--- config.mk ---
export PLATFORM = sky130hd
export DESIGN_NAME = escc_top
export DESIGN_NICKNAME = d
export VERILOG_FILES = /design/src/hdl/escc_pkg.sv /design/src/hdl/escc_top.sv
export SDC_FILE = /design/constraint.sdc
export NUM_CORES = 1
export LEC_CHECK = 0
export BUFFER_PORTS_ARGS = -buffer_cell sky130_fd_sc_hd__buf_2
export CELL_PAD_IN_SITES_DETAIL_PLACEMENT = 1
export CELL_PAD_IN_SITES_GLOBAL_PLACEMENT = 1
export CORE_UTILIZATION = 51
export DETAILED_ROUTE_END_ITERATION = 7
export GPL_ROUTABILITY_DRIVEN = 0
export PLACE_DENSITY_LB_ADDON = 0.15
export SLEW_MARGIN = 20
export SYNTH_ARGS = -nofsm -noshare
export SYNTH_HDL_FRONTEND = slang
export SYNTH_SLANG_ARGS = --single-unit
--- constraint.sdc ---
create_clock -name core_clk_i -period 9.85 [get_ports core_clk_i]
set_input_delay 1.97 -clock core_clk_i [delete_from_list [all_inputs] [get_ports core_clk_i]]
set_output_delay 1.97 -clock core_clk_i [all_outputs]
set_load 0.005 [all_outputs]
--- src/hdl/escc_pkg.sv ---
// constants for the extended sequencer clock control block
package escc_pkg;
  // host port addresses of the sequencer index and data
  localparam logic [15:0] PORT_INDEX = 16'h03c4;
  localparam logic [15:0] PORT_DATA = 16'h03c5;
  // register indexes
  localparam logic [4:0] IX_UNLOCK = 5'h08;
  localparam logic [4:0] IX_GATE_IO = 5'h09;
  localparam logic [4:0] IX_BUS_WR = 5'h0a;
  localparam logic [4:0] IX_SYNC_LPB = 5'h0d;
  localparam logic [4:0] IX_MCLK_LO = 5'h10;
  localparam logic [4:0] IX_MCLK_HI = 5'h11;
  localparam logic [4:0] IX_DOT_CLOCK_LO = 5'h12;
  localparam logic [4:0] IX_DOT_CLOCK_HI = 5'h13;
  localparam logic [4:0] IX_SYN_CTL1 = 5'h14;
  localparam logic [4:0] IX_SYN_CTL2 = 5'h15;
  localparam logic [4:0] IX_SYN_TSTA = 5'h16;
  localparam logic [4:0] IX_SYN_TSTB = 5'h17;
  localparam logic [4:0] IX_DAC_CTL = 5'h18;
  localparam int NUM_IX = 32;
  // indexes that hold storage in this block
  localparam logic [31:0] IX_IMPL = 32'h01ff2700;
  // unlock code in the low nibble
  localparam logic [3:0] UNLOCK_CODE = 4'h6;
  localparam logic [7:0] REG_RESET = 8'h00;
  // field positions
  localparam int B_VDCLK_SEL = 2;
  localparam int B_VDCLK_SBY = 3;
  localparam int B_VDCLK_SUS = 4;
  localparam int B_TDCLK_SBY = 5;
  localparam int B_TDCLK_SUS = 6;
  localparam int B_MMIO_ONLY = 7;
  localparam int B_PD_DRIVE = 5;
  localparam int B_TWO_MCLK = 7;
  localparam int B_LPB_ONE = 0;
  localparam int B_HSYNC_LO = 4;
  localparam int B_VSYNC_LO = 6;
  localparam int B_DPLL_PD = 0;
  localparam int B_MPLL_PD = 1;
  localparam int B_CNT_CLR = 4;
  localparam int B_MCLK_EXT = 6;
  localparam int B_DOT_CLOCK_EXT = 7;
  localparam int B_LD_MCLK = 0;
  localparam int B_LD_DOT_CLOCK = 1;
  localparam int B_DOT_CLOCK_DIV2 = 4;
  localparam int B_LD_NOW = 5;
  localparam int B_DOT_CLOCK_INV = 6;
  localparam int B_TWO_MCLK_EN = 7;
  localparam int B_DAC_CNT_EN = 0;
  localparam int B_DAC_CNT_RST = 1;
  localparam int B_DAC_RED = 2;
  localparam int B_DAC_PD = 5;
  localparam int B_CLUT_1CYC = 6;
  localparam int B_DAC_DBL = 7;
  localparam logic [1:0] CRTC_SEL_STOP = 2'b11;
endpackage : escc_pkg

--- src/hdl/escc_top.sv ---
// extended sequencer register bank with clock synthesizer controls
`timescale 1ns/1ps
// How it works
// - unlock code 0110b opens indexes 09h-18h
// - mmio-only bit stops port decoding
// - bit drives pixel data bus
// - two-clock memory writes from bus timing bit
// - bus enable held high when set
// - hsync and vsync power fields
// - virtual dot clock stops on crtc 11b
// - standby/suspend gate controller 1 clocks
// - memory clock n, r, m fields
// - dot clock n, r, m fields
// - test power-down of both loops
// - test clear of synthesizer counters
// - test external memory and dot clocks
// - load bits apply new divider values
// - immediate bit applies values at once
// - enable bit for two-clock writes
// - dac test counter count and reset
// - route red, green, blue to bus
// - single cycle clut write select
// - palette dac clock-doubled mode
module escc_top #(
  parameter int DAC_CNT_W = 8
) (
  input wire logic core_clk_i,
  input wire logic rst_i,
  input wire logic ce_i,
  input wire logic [15:0] host_addr_i,
  input wire logic host_mmio_i,
  input wire logic host_wr_i,
  input wire logic host_rd_i,
  input wire logic [7:0] host_wdata_i,
  input wire logic [1:0] crtc_clock_select_field_i,
  input wire logic standby_i,
  input wire logic suspend_i,
  input wire logic local_bus_enable_i,
  output logic [7:0] host_rdata_o,
  output logic host_rvalid_o,
  output logic port_io_decode_o,
  output logic pixel_data_bus_oe_n_o,
  output logic two_mclk_write_o,
  output logic local_bus_enable_out_o,
  output logic [1:0] hsync_ctl_o,
  output logic [1:0] vsync_ctl_o,
  output logic vdclk1_stop_o,
  output logic tdclk1_stop_o,
  output logic [4:0] mclk_n_o,
  output logic [1:0] mclk_r_o,
  output logic [6:0] mclk_m_o,
  output logic [5:0] dot_clock_n_o,
  output logic [1:0] dot_clock_r_o,
  output logic [7:0] dot_clock_m_o,
  output logic dot_clock_pll_pd_o,
  output logic mclk_pll_pd_o,
  output logic synth_cnt_clr_o,
  output logic mclk_ext_o,
  output logic dot_clock_ext_o,
  output logic dot_clock_div2_o,
  output logic dot_clock_inv_o,
  output logic [DAC_CNT_W-1:0] dac_test_cnt_o,
  output logic [2:0] dac_route_o,
  output logic dac_pd_o,
  output logic clut_one_cycle_o,
  output logic dac_clk_double_o
);

  // ==========================================================
  // host access decode
  // ==========================================================
  logic [7:0] index_r;
  logic [7:0] regs_r [escc_pkg::NUM_IX];
  logic unlocked;
  logic mmio_only;
  logic access_ok;
  logic idx_wr;
  logic data_wr;
  logic data_rd;
  logic idx_rd;
  logic [4:0] ix;
  logic ix_in_range;

  // current index and lock state
  assign ix = index_r[4:0];
  assign ix_in_range = (index_r[7:5] == 3'h0);
  // only the low nibble is compared; the upper bits store freely
  assign unlocked = (regs_r[escc_pkg::IX_UNLOCK][3:0]
                     == escc_pkg::UNLOCK_CODE);
  assign mmio_only = regs_r[escc_pkg::IX_GATE_IO][escc_pkg::B_MMIO_ONLY];

  // port cycles are dropped when mmio-only is set
  // every strobe is qualified by ce_i so a frozen block takes nothing
  assign access_ok = host_mmio_i | ~mmio_only;
  assign idx_wr = ce_i & access_ok & host_wr_i
                  & (host_addr_i == escc_pkg::PORT_INDEX);
  assign idx_rd = ce_i & access_ok & host_rd_i
                  & (host_addr_i == escc_pkg::PORT_INDEX);
  assign data_wr = ce_i & access_ok & host_wr_i
                   & (host_addr_i == escc_pkg::PORT_DATA);
  assign data_rd = ce_i & access_ok & host_rd_i
                   & (host_addr_i == escc_pkg::PORT_DATA);

  // index register
  // it is never protected so the unlock entry stays reachable
  always_ff @(posedge core_clk_i or posedge rst_i) begin
    if (rst_i) begin
      index_r <= 8'h00;
    end else if (idx_wr) begin
      index_r <= host_wdata_i;
    end
  end

  // ==========================================================
  // register storage, one entry per implemented index
  // ==========================================================
  genvar gi;
  generate
    for (gi = 0; gi < escc_pkg::NUM_IX; gi++) begin : g_reg
      // entries without storage read zero and drop writes
      if (escc_pkg::IX_IMPL[gi]) begin : g_impl
        logic wr_en;
        // unlock register always writable, others need unlock
        assign wr_en = data_wr & ix_in_range & (ix == gi)
                       & ((ix == escc_pkg::IX_UNLOCK)
                          | unlocked);
        always_ff @(posedge core_clk_i or posedge rst_i) begin
          if (rst_i) begin
            regs_r[gi] <= escc_pkg::REG_RESET;
          end else if (wr_en) begin
            regs_r[gi] <= host_wdata_i;
          end
        end
      end else begin : g_none
        assign regs_r[gi] = 8'h00;
      end
    end
  endgenerate

  // ==========================================================
  // read path
  // ==========================================================
  logic [7:0] rd_mux;

  // protected indexes read zero while locked
  always_comb begin
    rd_mux = 8'h00;
    if (idx_rd) begin
      rd_mux = index_r;
    end else if (ix_in_range
                 & ((ix == escc_pkg::IX_UNLOCK) | unlocked)) begin
      rd_mux = regs_r[ix];
    end
  end

  // read data and valid pulse
  // a locked read still pulses valid so the host never waits
  always_ff @(posedge core_clk_i or posedge rst_i) begin
    if (rst_i) begin
      host_rdata_o <= 8'h00;
      host_rvalid_o <= 1'b0;
    end else if (ce_i) begin
      host_rvalid_o <= idx_rd | data_rd;
      if (idx_rd | data_rd) begin
        host_rdata_o <= rd_mux;
      end
    end
  end

  // ==========================================================
  // bus, write timing and sync controls
  // ==========================================================
  logic [7:0] gate_r;
  logic [7:0] buswr_r;
  logic [7:0] sync_r;
  logic [7:0] ctl1_r;
  logic [7:0] ctl2_r;
  logic [7:0] dac_r;

  // named views of the stored control registers
  assign gate_r = regs_r[escc_pkg::IX_GATE_IO];
  assign buswr_r = regs_r[escc_pkg::IX_BUS_WR];
  assign sync_r = regs_r[escc_pkg::IX_SYNC_LPB];
  assign ctl1_r = regs_r[escc_pkg::IX_SYN_CTL1];
  assign ctl2_r = regs_r[escc_pkg::IX_SYN_CTL2];
  assign dac_r = regs_r[escc_pkg::IX_DAC_CTL];

  // registered copies of bus and sync controls
  always_ff @(posedge core_clk_i or posedge rst_i) begin
    if (rst_i) begin
      // port decoding starts on and the pixel bus floats
      port_io_decode_o <= 1'b1;
      pixel_data_bus_oe_n_o <= 1'b1;
      two_mclk_write_o <= 1'b0;
      local_bus_enable_out_o <= 1'b0;
      hsync_ctl_o <= 2'b00;
      vsync_ctl_o <= 2'b00;
    end else if (ce_i) begin
      port_io_decode_o <= ~mmio_only;
      // oe low means the pixel bus is driven
      pixel_data_bus_oe_n_o <= ~buswr_r[escc_pkg::B_PD_DRIVE];
      two_mclk_write_o <= buswr_r[escc_pkg::B_TWO_MCLK]
                          & ctl2_r[escc_pkg::B_TWO_MCLK_EN];
      local_bus_enable_out_o <= sync_r[escc_pkg::B_LPB_ONE]
                                | local_bus_enable_i;
      hsync_ctl_o <= sync_r[escc_pkg::B_HSYNC_LO +: 2];
      vsync_ctl_o <= sync_r[escc_pkg::B_VSYNC_LO +: 2];
    end
  end

  // ==========================================================
  // controller 1 clock gating
  // ==========================================================
  logic vdclk_stop;
  logic tdclk_stop;

  // virtual dot clock stops on crtc select or power state
  assign vdclk_stop =
    (gate_r[escc_pkg::B_VDCLK_SEL]
     & (crtc_clock_select_field_i == escc_pkg::CRTC_SEL_STOP))
    | (gate_r[escc_pkg::B_VDCLK_SBY] & standby_i)
    | (gate_r[escc_pkg::B_VDCLK_SUS] & suspend_i);
  // true dot clock stops in standby or suspend only
  assign tdclk_stop =
    (gate_r[escc_pkg::B_TDCLK_SBY] & standby_i)
    | (gate_r[escc_pkg::B_TDCLK_SUS] & suspend_i);

  // stop controls are registered so they never glitch
  always_ff @(posedge core_clk_i or posedge rst_i) begin
    if (rst_i) begin
      vdclk1_stop_o <= 1'b0;
      tdclk1_stop_o <= 1'b0;
    end else if (ce_i) begin
      vdclk1_stop_o <= vdclk_stop;
      tdclk1_stop_o <= tdclk_stop;
    end
  end

  // ==========================================================
  // synthesizer divider values
  // ==========================================================
  logic [7:0] mlo;
  logic [7:0] mhi;
  logic [7:0] dlo;
  logic [7:0] dhi;
  logic ld_now;
  logic ld_mclk;
  logic ld_dot_clock;

  // divider bytes as software wrote them
  assign mlo = regs_r[escc_pkg::IX_MCLK_LO];
  assign mhi = regs_r[escc_pkg::IX_MCLK_HI];
  assign dlo = regs_r[escc_pkg::IX_DOT_CLOCK_LO];
  assign dhi = regs_r[escc_pkg::IX_DOT_CLOCK_HI];
  // values go to the loops while a load bit or immediate bit is set
  // a held load bit tracks later writes; clear it to freeze
  assign ld_now = ctl2_r[escc_pkg::B_LD_NOW];
  assign ld_mclk = ctl2_r[escc_pkg::B_LD_MCLK] | ld_now;
  assign ld_dot_clock = ctl2_r[escc_pkg::B_LD_DOT_CLOCK] | ld_now;

  // memory clock active values
  always_ff @(posedge core_clk_i or posedge rst_i) begin
    if (rst_i) begin
      mclk_n_o <= 5'h00;
      mclk_r_o <= 2'h0;
      mclk_m_o <= 7'h00;
    end else if (ce_i & ld_mclk) begin
      mclk_n_o <= mlo[4:0];
      mclk_r_o <= mlo[6:5];
      mclk_m_o <= mhi[6:0];
    end
  end

  // dot clock active values
  always_ff @(posedge core_clk_i or posedge rst_i) begin
    if (rst_i) begin
      dot_clock_n_o <= 6'h00;
      dot_clock_r_o <= 2'h0;
      dot_clock_m_o <= 8'h00;
    end else if (ce_i & ld_dot_clock) begin
      dot_clock_n_o <= dlo[5:0];
      dot_clock_r_o <= dlo[7:6];
      dot_clock_m_o <= dhi[7:0];
    end
  end

  // ==========================================================
  // synthesizer test and option controls
  // ==========================================================
  // test and option bits, one cycle behind the register
  always_ff @(posedge core_clk_i or posedge rst_i) begin
    if (rst_i) begin
      dot_clock_pll_pd_o <= 1'b0;
      mclk_pll_pd_o <= 1'b0;
      synth_cnt_clr_o <= 1'b0;
      mclk_ext_o <= 1'b0;
      dot_clock_ext_o <= 1'b0;
      dot_clock_div2_o <= 1'b0;
      dot_clock_inv_o <= 1'b0;
    end else if (ce_i) begin
      dot_clock_pll_pd_o <= ctl1_r[escc_pkg::B_DPLL_PD];
      mclk_pll_pd_o <= ctl1_r[escc_pkg::B_MPLL_PD];
      synth_cnt_clr_o <= ctl1_r[escc_pkg::B_CNT_CLR];
      mclk_ext_o <= ctl1_r[escc_pkg::B_MCLK_EXT];
      dot_clock_ext_o <= ctl1_r[escc_pkg::B_DOT_CLOCK_EXT];
      dot_clock_div2_o <= ctl2_r[escc_pkg::B_DOT_CLOCK_DIV2];
      dot_clock_inv_o <= ctl2_r[escc_pkg::B_DOT_CLOCK_INV];
    end
  end

  // ==========================================================
  // palette dac controls and test counter
  // ==========================================================
  // reset wins over counting
  // the count wraps; its width is a parameter
  always_ff @(posedge core_clk_i or posedge rst_i) begin
    if (rst_i) begin
      dac_test_cnt_o <= '0;
    end else if (ce_i) begin
      if (dac_r[escc_pkg::B_DAC_CNT_RST]) begin
        dac_test_cnt_o <= '0;
      end else if (dac_r[escc_pkg::B_DAC_CNT_EN]) begin
        dac_test_cnt_o <= dac_test_cnt_o + 1'b1;
      end
    end
  end

  // dac mode outputs
  always_ff @(posedge core_clk_i or posedge rst_i) begin
    if (rst_i) begin
      dac_route_o <= 3'h0;
      dac_pd_o <= 1'b0;
      clut_one_cycle_o <= 1'b0;
      dac_clk_double_o <= 1'b0;
    end else if (ce_i) begin
      // bit 0 red, bit 1 green, bit 2 blue
      dac_route_o <= dac_r[escc_pkg::B_DAC_RED +: 3];
      dac_pd_o <= dac_r[escc_pkg::B_DAC_PD];
      clut_one_cycle_o <= dac_r[escc_pkg::B_CLUT_1CYC];
      dac_clk_double_o <= dac_r[escc_pkg::B_DAC_DBL];
    end
  end

endmodule // escc_top
After elaboration in Yosys (flattened, before gate mapping)
Index checks and enable logic that the tools add are counted.

storage, ports and cells
  flip-flop bits (word level) = 182
  bits in latches = 0
  RAM bits = 0
  memory bits (read-only) = 0
  memories = 0

operators by class
  add/subtract/negate cells = 1
  multipliers = 0
  divide/modulo/power cells = 0
  order comparisons = 1
  eq/ne operators = 17
  shift-type cells = 0
  multiplexer cells = 7
  bitwise operators = 55
  reductions and logical operators = 4

operator list
  cell                    number
  $mux W8                 6
  $eq A5 B5 Y1 const B    9
  $and A1 B1 Y1           43
  $bmux W8 S5             1
  $eq A16 B10 Y1 const B  2
  $eq A5 B4 Y1 const B    4
  $or A1 B1 Y1            9
  $add A8 B1 Y8 const B   1
  $ge A6 B6 Y1 const B    1
  $not A5 Y6              1
  $eq A4 B3 Y1 const B    1
  $reduce_and A2 Y1       2
  $logic_not A3 Y1        1
  $eq A2 B2 Y1 const B    1
  $not A1 Y1              2
  $reduce_bool A2 Y1      1

Longest topological paths before layout
Gate-level depths: netlist of the first run.

  depth after elaboration = 8
  depth in mapped cells = 8

Worst setup path after synthesis of the first run
OpenSTA, ideal clock, no wires.

  path type = input-to-reg
  start point = input ce_i
  end point = register regs_r, in the netlist sync_r[0]
  arrival time = 3.491 ns
  data required time = 9.725 ns
  setup slack = 6.235 ns
  cell stages on the path = 6
  buffers on the path = 1
  path through = buf_4 and4bb_1 nand4_2 or2_4 nor3b_4 mux2_2

on the way
  word-level cells in the longest chain between the ends = 6

RTL lines
  element                         RTL line         text
  start: declaration              escc_top.sv:29   input wire logic ce_i,
  $and A1 B1 Y1 (2 in a row)      escc_top.sv:99   assign data_wr = ce_i & access_ok & host_wr_i
  $and A1 B1 Y1                   escc_top.sv:100  & (host_addr_i == escc_pkg::PORT_DATA);
  $and A1 B1 Y1 (2 in a row)      escc_top.sv:124  assign wr_en = data_wr & ix_in_range & (ix == gi)
  $and A1 B1 Y1                   escc_top.sv:125  & ((ix == escc_pkg::IX_UNLOCK)
  end signal: indexed assignment  escc_top.sv:129  regs_r[gi] <= escc_pkg::REG_RESET;
  end signal: indexed assignment  escc_top.sv:131  regs_r[gi] <= host_wdata_i;
  end: declaration                escc_top.sv:73   logic [7:0] regs_r [escc_pkg::NUM_IX];

No other way between the ends.
A chain may end at the register's enable or synchronous reset.

Worst setup path in the final report of the first run
  start point = input ce_i
  end point = register regs_r, in the netlist buswr_r[7]

Same word-level chain as after synthesis.

==> results of run 1 <==
==> cell type report <==
cell class,count,share of cell area [%]
inverter,7,0.325
clock buffer,21,4.89
tap,216,2.81
clock inverter,11,1.77
sequential,182,47.4
timing repair buffer,109,5.84
multi-input combinational,378,37.0
==> power groups by stage <==
stage	combinational, mW	sequential, mW	clock (mW)
after floorplan	0.0219	0.763	0
after global placement	0.0413	0.763	0
after detailed placement	0.0427	0.763	0
after CTS	0.0427	0.749	0.747
after global routing	0.0469	0.748	0.773
final	0.0418	0.749	0.737
==> cells by family after synthesis <==
kind of cell | after synthesis | synth area share (%)
muxes | 197 | 26.5
xor gates and xnor gates | 3 | 0.317
DFF | 182 | 55.0
and+or+nand+nor | 101 | 9.52
buffers and inverters | 43 | 2.17
AOI/OAI and AO/OA | 76 | 6.35
adders and majority gates | 1 | 0.151
==> state kept, by name (all words and copies together) (netlist names), 3 cells and up <==
name / cells
buswr_r: 8
ctl1_r: 8
ctl2_r: 8
dac_r: 8
dac_route_o: 3
dac_test_cnt_o: 8
dhi: 8
dlo: 8
dot_clock_m_o: 8
dot_clock_n_o: 6
gate_r: 8
host_rdata_o: 8
index_r: 8
mclk_m_o: 7
mclk_n_o: 5
mhi: 8
mlo: 8
regs_r: 24
sync_r: 8
==> synth_stat cells, types with 3 or more instances <==
master     number  area, sq um
nand3_1        16         80.1
a21boi_0        6         45.0
dfrtp_1       180         4500
nand2b_1        4         25.0
inv_1           7         26.3
and4bb_2        3         37.5
nor3_1          5         25.0
a21oi_1        17         85.1
nor2_1         10         37.5
a22o_1          6         52.6
nor4_4          3         63.8
buf_2          11         55.1
o21ai_0         8         40.0
nand3_4         3         52.6
and2_1          3         18.8
nor4bb_1        3         30.0
nand3b_1        5         37.5
a221oi_1        6         52.6
nor4b_1         7         61.3
o2bb2ai_1       6         52.6
a222oi_1        6         60.1
mux2_2        158         1780
a22oi_1         5         37.5
mux2i_1        35          350
o21ai_1         9         45.0
nor2b_1         4         25.0
nand2_1         8         30.0
nand4_1         3         18.8
nand2_2         5         31.3
clkbuf_1       21         78.8
==> metrics by stage <==
| stage | std cells | utilization (%) | hold slack [ns] |
|---|---|---|---|
| 2_1_floorplan | 603 | - | 0.408 |
| 3_3_place_gp | 892 | 56.5 | 0.454 |
| 3_5_place_dp | 892 | 56.5 | 0.462 |
| 4_1_cts | 924 | 60.5 | 0.472 |
| 5_1_grt | 924 | 60.5 | 0.486 |
| 6_report | 924 | 60.5 | 0.466 |
==> worst paths after layout <==
path	to	cells after the start
min in group asynchronous	dot_clock_n_o[2]	2
max in group asynchronous	regs_r[77]	3
max reg2reg	sync_r[7]	4
max	buswr_r[7]	6
min reg2reg	pixel_data_bus_oe_n_o	2
min	pixel_data_bus_oe_n_o	2
==> cell usage in the layout (no fill, tap or decap), drive strengths merged, types with 3 or more instances in the layout <==
cell type,n
a21boi,6
a21oi,17
a221oi,6
a222oi,6
a22o,6
a22oi,5
and2,3
and4bb,4
buf,109
bufinv,4
clkbuf,21
clkinv,3
clkinvlp,3
dfrtp,180
inv,8
mux2,160
mux2i,35
nand2,13
nand2b,4
nand3,20
nand3b,5
nand4,4
nor2,12
nor2b,4
nor3,5
nor3b,4
nor4,5
nor4b,9
nor4bb,3
o21ai,17
o2bb2ai,6
==> layer usage <==
metal,up-vias,routed length (um),global-route usage [%],part of all wire [%]
met4,0,448,8.76,2.0
met1,2900,9870,39.4,45
met2,203,10400,44.9,47
met5,-,0,0,0
li1,2437,-,-,-
met3,33,1390,7.10,6.3
==> critical path: cells and delay by family <==
family	cells	cell delay [ns]
buffers and inverters	1	0.59
multiplexers	1	0.46
AND/OR/NAND/NOR	4	1.59
==> impl_metrics.toml, run 1 <==
[clock_network]
cts_buffers = 17
htreeDepth = 4
cts_buffer_depth = 2
post_cts_resized = 0
insertion_delay_ns = 0.43
numClockSinks = 182
cts_tree = "done"
hold_buffers = 0
cts.clk_slew.worst_paths_ns = 0.07
root_buffer = "clkbuf_16"
post_cts_buffers = 0

[synth]
netlist_area_sq_um = 8290
netlist-cell-type-count = 62
yosysSeqAreaShare_pct = 55.0
synthFlopType = "dfrtp_1"
postSynthCellCount = 603
ys_async_sr_fraction_pct = 100
syn_area_per_cell_sq_um = 13.7
synth_enable_flop_cells = 0
synth_nets = 639
synth-seq-cells = 182
yosysWarningCount = 0

[grt]
first_global_vias = 5905
grt_pass1_wl_um = 35100
antenna_found_initial = 1
globalRouteTotalUtil_pct = 28.6
grt_overflow_total = 0
grt_max_degree = 101

[floorplan]
core_sq_um = 15900
rows = 46
die_y_um = 129
initial_core_util_pct = 52.2
pin_count = 105
die_w_um = 129
die-area_sq_um = 16800

[timing]
max_slew.worst_pin.slew_ns = 1.03
skew_ns = 0.00722
rsz0062_at_grt = "no"
finalCriticalPeriod_ns = 4.31
final_hold_viol_count = 0
slew_headroom_pct = 30.9
fmax_mhz = 232
setup_ws_ns = 5.54
final-max-slew-violation-count = 0
setup_violations = 0
setup_tns_ns = 0
period_share_pct = 43.8

[run]
max_cap_viol_count = 0

[run_status]
run_status = "finished, final reports clean"

[layout]
fin_nets = 731
register_area_sq_um = 4560
fill_cells = 1603
area_delta_synth_final_pct = 16.0
final_area_sq_um = 9620
layout-drive-gt1-share_pct = 46.8
antenna-diode-count = 0
multi_input_area_sq_um = 3550

[power_and_ir_drop]
power_frac_seq_pct = 49.0
p_switching_mw = 0.324
clkPwrFrac_pct = 48.2
vdd_ir_drop_max_mv = 0.118
powerDensity_nw_per_um2 = 159
switching_share_pct = 21.2
p_comb_share_pct = 2.7
p_total_mw = 1.53
p_leak_nw = 4.74
internal-power_mw = 1.20

[detailed_routing]
route.detailed.drc = 0
vias = 5573
drt_iter0_drc = 415
drt_pass1_iterations = 5
ant_nets = 0
wl_um = 22100
viasPerCell = 6.03
routedWlPerCell_um = 24.0

[critical_path]
reg2reg_from = "index_r[0]"
crit_path_start_kind = "input port"
r2r_slack_ns = 6.56
worstPathRequired_ns = 10.17
path_cells = "buf_2 > and4bb_1 > nand4_2 > nor4_2 > nand3_1 > mux2_2"
critPathArrivalTime_ns = 4.63
cp_slowest_cell = "buf_2"
setup.worst_path.start = "ce_i"
path_max_fanout = 36
critical_path_class = "in2reg"
slowest_delay_ns = 0.59
cp-end-kind = "flip-flop"

[placement]
place.port_buffers = 104
place_ws_ns = 5.12
placed_area_sq_um = 8970
hpwl_um = 14600

[worst_hold_path]
hp-start = "pixel_data_bus_oe_n_o"
min_path_type = "reg2reg"
(Power assumes the default switching activity.)
==> run 2: changes to the inputs <==
--- a/config.mk
+++ b/config.mk
@@ -8,7 +8,7 @@
 export BUFFER_PORTS_ARGS = -buffer_cell sky130_fd_sc_hd__buf_2
 export CELL_PAD_IN_SITES_DETAIL_PLACEMENT = 1
 export CELL_PAD_IN_SITES_GLOBAL_PLACEMENT = 1
-export CORE_UTILIZATION = 51
+export CORE_UTILIZATION = 43
 export DETAILED_ROUTE_END_ITERATION = 7
 export GPL_ROUTABILITY_DRIVEN = 0
 export PLACE_DENSITY_LB_ADDON = 0.15
==> constraint.sdc (replaced) <==
create_clock -name core_clk_i -period 3.5 [get_ports core_clk_i]
set_input_delay 0.7 -clock core_clk_i [delete_from_list [all_inputs] [get_ports core_clk_i]]
set_output_delay 0.7 -clock core_clk_i [all_outputs]
set_load 0.005 [all_outputs]
==> impl_metrics.toml, run 2 (same netlist as run 1, synthesis figures left out) <==
[power_and_ir_drop]
vdd_ir_drop_max_mv = 0.346
power_frac_seq_pct = 49.5
internal-power_mw = 3.28
powerDensity_nw_per_um2 = 438
p_leak_nw = 4.76
clkPwrFrac_pct = 47.5
p_comb_share_pct = 3.0
p_switching_mw = 0.974
switching_share_pct = 22.9

[clock_network]
post_cts_buffers = 0
post_cts_resized = 0
cts.clk_slew.worst_paths_ns = 0.07
numClockSinks = 182
root_buffer = "clkbuf_16"
insertion_delay_ns = 0.44
hold_buffers = 0
cts_buffers = 17
cts_tree = "done"
cts_buffer_depth = 2
htreeDepth = 4

[critical_path]
reg2reg_from = "index_r[1]"
r2r_cells = 5
path_max_fanout = 11
r2r-end = "sync_r[5]"
crit_path_start_kind = "flip-flop"
critical_path_class = "reg2reg"
setup.worst_path.start = "index_r[1]"
r2r_slack_ns = 0.88
critPathArrivalTime_ns = 2.94
cp-end-kind = "flip-flop"
cp-endpoint = "sync_r[5]"
worstPathRequired_ns = 3.82

[placement]
place.port_buffers = 104
hpwl_um = 15100
place_ws_ns = 0.603

[floorplan]
die_y_um = 141
pin_count = 105
rows = 50
die-area_sq_um = 19800
die_w_um = 141
core_sq_um = 18800
initial_core_util_pct = 44.0

[grt]
first_global_vias = 5748
grt_max_degree = 85
grt_overflow_total = 0
antenna_found_initial = 0
globalRouteTotalUtil_pct = 23.5
grt_pass1_wl_um = 34700

[worst_hold_path]
min_path_type = "in2async"

[timing]
final_hold_viol_count = 0
slew_headroom_pct = 51.1
finalCriticalPeriod_ns = 2.62
max_slew.worst_pin.slew_ns = 0.734
setup_tns_ns = 0
setup_violations = 0
fmax_mhz = 382
period_share_pct = 74.9
setup_ws_ns = 0.880
rsz0062_at_grt = "no"
skew_ns = 0.00847
final-max-slew-violation-count = 0

[layout]
mostFrequentLayoutCell = "dfrtp_1"
largest_register_ffs = 24
fin_nets = 736
area_delta_synth_final_pct = 17.1
antenna-diode-count = 0
regMostFlops = "regs_r"
final_cell_mix = "dfrtp_1 (179), mux2_2 (158), buf_2 (104)"
layout-drive-gt1-share_pct = 47.1

[detailed_routing]
ant_nets = 0
viasPerCell = 5.62
vias = 5469
route.detailed.drc = 0
wl_um = 21800
drt_pass1_iterations = 6
routedWlPerCell_um = 22.4
drt_iter0_drc = 304

[run]
max_cap_viol_count = 0

[run_status]
run_status = "finished, final reports clean"
## run 2: cell count changes in the layout (fill, tap and decap cells not counted)
cell and delta:
clkinv_2 -2, o21ai_2 +1, nor2b_1 +1, buf_12 +2, nor2b_2 -1, buf_6 -1, buf_4 +4, clkinv_4 +1
clkbuf_8 -3, inv_8 +1, bufinv_16 -1, inv_6 +4, o21ai_1 -1
## run 2: layer usage
| metal | global-route usage (%) | up-vias | part of all wire [%] |
|---|---|---|---|
| li1 | - | 2431 | - |
| met1 | 34.4 | 2853 | 49 |
| met2 | 35.8 | 159 | 45 |
| met3 | 3.53 | 26 | 4.0 |
| met4 | 7.27 | 0 | 1.5 |
| met5 | 0 | - | 0 |
## run 2: final cells by class
class,instances,area [sq um]
clock buffer,18,429
clock inverter,14,186
fill,1881,9130
inverter,7,30.0
multi-input combinational,378,3560
sequential,182,4560
tap,260,325
timing repair buffer,114,621
## run 2: stage by stage
stage | std cells | power, mW | hold slack [ns] | utilization (%) | area, sq um
after floorplan | 603 | 2.21 | 0.408 | - | 8290
after global placement | 941 | 2.27 | 0.444 | 48.3 | 9090
after detailed placement | 941 | 2.28 | 0.473 | 48.3 | 9090
after CTS | 973 | 4.29 | 0.258 | 51.5 | 9710
after global routing | 973 | 4.38 | 0.285 | 51.5 | 9710
final | 973 | 4.26 | 0.257 | 51.5 | 9710
## run 2: power groups by stage
stage	clock, mW	sequential [mW]	combinational (mW)
finish	2.02	2.11	0.126
global route	2.13	2.11	0.141
CTS	2.06	2.11	0.130
detailed placement	0	2.15	0.130
global placement	0	2.15	0.126
floorplan	0	2.15	0.0620
## run 2: critical path, stage by stage, from the launching register on
cell and delay (ns):
dfrtp_1 0.55, buf_4 0.29, nor2_2 0.49, a21oi_1 0.27, nor3b_4 0.49, mux2_2 0.39
## run 2: worst min-delay path by stage
stage / startpoint / end / slack [ns]
CTS: rst_i / dot_clock_r_o[0] / 0.26
global route: rst_i / dot_clock_r_o[0] / 0.29
detailed placement: pixel_data_bus_oe_n_o / pixel_data_bus_oe_n_o / 0.47
global placement: buswr_r[5] / pixel_data_bus_oe_n_o / 0.44
finish: rst_i / dot_clock_r_o[0] / 0.26
floorplan: buswr_r[5] / pixel_data_bus_oe_n_o / 0.41
==> run 3: changes to the inputs <==
--- a/config.mk
+++ b/config.mk
@@ -5,10 +5,11 @@
 export SDC_FILE = /design/constraint.sdc
 export NUM_CORES = 1
 export LEC_CHECK = 0
+export ABC_AREA = 1
 export BUFFER_PORTS_ARGS = -buffer_cell sky130_fd_sc_hd__buf_2
 export CELL_PAD_IN_SITES_DETAIL_PLACEMENT = 1
 export CELL_PAD_IN_SITES_GLOBAL_PLACEMENT = 1
-export CORE_UTILIZATION = 43
+export CORE_UTILIZATION = 40
 export DETAILED_ROUTE_END_ITERATION = 7
 export GPL_ROUTABILITY_DRIVEN = 0
 export PLACE_DENSITY_LB_ADDON = 0.15
==> constraint.sdc (replaced) <==
create_clock -name core_clk_i -period 2.3 [get_ports core_clk_i]
set_input_delay 0.46 -clock core_clk_i [delete_from_list [all_inputs] [get_ports core_clk_i]]
set_output_delay 0.46 -clock core_clk_i [all_outputs]
set_load 0.005 [all_outputs]
==> impl_metrics.toml, run 3 <==
[run_status]
run_status = "finished, final reports clean"

[critical_path]
path_cells = "nand2_1 > nor3_2 > nand3_2 > nand2_1 > o21ai_1"
reg2reg_from = "index_r[0]"
worstPathRequired_ns = 2.62
worst-path-buf-inv = 0
critPathArrivalTime_ns = 2.44
critPathTopFamily = "simple AND/OR/NAND/NOR gates"
crit_path_start_kind = "flip-flop"
cp-end-kind = "flip-flop"
path_max_fanout = 16
setup.worst_path.start = "index_r[0]"
slowest_delay_ns = 0.63
worst_path_most_repeated_cell = "nand2_1"
critical_path_class = "reg2reg"
cp_slowest_cell = "dfrtp_1"

[floorplan]
die_w_um = 147
rows = 52
die_y_um = 147
pin_count = 105
core_sq_um = 20500
initial_core_util_pct = 41.3
die-area_sq_um = 21700

[timing]
slew_headroom_pct = 51.1
setup_ws_ns = 0.178
holdWs_ns = 0.139
final_hold_viol_count = 0
finalCriticalPeriod_ns = 2.12
period_share_pct = 92.3
fmax_mhz = 471
skew_ns = 0.00741
rsz0062_at_grt = "no"
max_slew.worst_pin.slew_ns = 0.732
final-max-slew-violation-count = 0
setup_violations = 0

[synth]
netlist-cell-type-count = 39
ys_async_sr_fraction_pct = 100
synth_enable_flop_cells = 0
netlist_area_sq_um = 8460
synthFlopType = "dfrtp_1"
postSynthCellCount = 971
synth-seq-cells = 182
ys_top_cells_by_count = "nand2_1 (416), dfrtp_1 (180), o21ai_1 (82)"
synth_top_family_by_area = "simple AND/OR/NAND/NOR gates"
yosysWarningCount = 0
yosysSeqAreaShare_pct = 53.9
yosysTopAreaCell = "dfrtp_1"
synth-xor-area-share_pct = 0
post_synth_mux_area_share_pct = 3.73
synthSimpleGateAreaFrac_pct = 26.7
synth_most_common_cell = "nand2_1"
synth_nets = 1007
syn_area_per_cell_sq_um = 8.71
synthAdderAreaFrac_pct = 0.148
synth_compound_area_share_pct = 10.0
synth_area_leaders = "dfrtp_1 (53%), nand2_1 (18%), o21ai_1 (4.8%)"
synth_top_area_share_pct = 53.2

[placement]
place_ws_ns = -0.0522
dpl.cell_count = 1340
place.port_buffers = 104
hpwl_um = 17500

[clock_network]
insertion_delay_ns = 0.44
post_cts_buffers = 4
htreeDepth = 4
cts.clk_slew.worst_paths_ns = 0.07
cts_tree = "done"
post_cts_resized = 0
cts_buffer_depth = 2
cts_buffers = 17
numClockSinks = 182
root_buffer = "clkbuf_16"
hold_buffers = 0

[layout]
final_core_util_pct = 49.1
area_delta_synth_final_pct = 19.0
fill_cells = 2504
final_cell_mix = "nand2_1 (416), dfrtp_1 (180), buf_2 (104)"
mostFrequentLayoutCell = "nand2_1"
largest_register_ffs = 24
fin_nets = 1129
antenna-diode-count = 0
regMostFlops = "regs_r"
fin_cells = 1376
layout-drive-gt1-share_pct = 23.1

[detailed_routing]
wl_um = 24400
met1_length_um = 11700
routedWlPerCell_um = 17.8
highest_layer = "met4"
drt_iter0_drc = 382
vias = 6933
ant_nets = 0
wl_met3_um = 739
met2_length_um = 11700
drt_pass1_iterations = 5
route.detailed.drc = 0
viasPerCell = 5.04

[grt]
globalRouteTotalUtil_pct = 24.1
grt_max_degree = 30
grt_overflow_total = 0
antenna_found_initial = 0
first_global_vias = 7193
grt_pass1_wl_um = 40000

[power_and_ir_drop]
p_switching_mw = 1.51
power_frac_seq_pct = 48.5
internal-power_mw = 5.11
powerDensity_nw_per_um2 = 657
clkPwrFrac_pct = 48.0
vdd_ir_drop_max_mv = 0.488
p_leak_nw = 5.17
p_total_mw = 6.62
switching_share_pct = 22.8
p_comb_share_pct = 3.5

[worst_hold_path]
min_path_type = "in2async"

[run]
max_cap_viol_count = 0
[run 3: cells by family (layout without fill, tap and decap cells)]
| family | count (synthesis) | after routing |
|---|---|---|
| simple gates | 515 | 515 |
| compound gates | 154 | 154 |
| mux | 28 | 28 |
| buf+inv | 91 | 226 |
| flops | 182 | 182 |
| fa+ha+maj | 1 | 1 |
[run 3: area by class of cell]
cell class	instances	area [sq um]	share of cell area (%)
clock buffer	18	429	4.26
clock inverter	14	196	1.95
inverter	45	173	1.71
multi-input combinational	698	3430	34.1
sequential	182	4560	45.2
tap	270	338	3.35
timing repair buffer	149	946	9.39
[run 3: power groups by stage]
stage                     Combinational, mW  Clock [mW]  Sequential (mW)
after global placement                0.236           0             3.27
after detailed placement              0.241           0             3.27
after global routing                  0.261        3.37             3.21
after floorplan                       0.103           0             3.27
final                                 0.232        3.18             3.21
after CTS                             0.241        3.23             3.21
[run 3: stage by stage]
| step | TNS, ns | instance area, sq um |
|---|---|---|
| 5_1_grt | 0 | 10100 |
| 3_5_place_dp | -0.0522 | 9390 |
| 6_report | 0 | 10100 |
| 3_3_place_gp | 0 | 9390 |
| 4_1_cts | 0 | 10100 |
| 2_1_floorplan | -89.09 | 8470 |
[run 3: worst paths after layout]
check	endpoint	slack, ns	depth (start not counted)
setup / recovery	sync_r[5]	0.18	5
min in group core_clk_i	local_bus_enable_out_o	0.25	3
setup reg to reg	sync_r[5]	0.18	5
max in group asynchronous	mlo[7]	1.48	3
hold reg to reg	dac_pd_o	0.47	2
hold / removal	mclk_m_o[1]	0.14	2
[run 3: metal layers]
layer | track usage [%] | vias to the layer above
li1 | - | 3377
met1 | 33.1 | 3429
met2 | 40.0 | 101
met3 | 3.70 | 26
met4 | 5.98 | 0
met5 | 0 | -
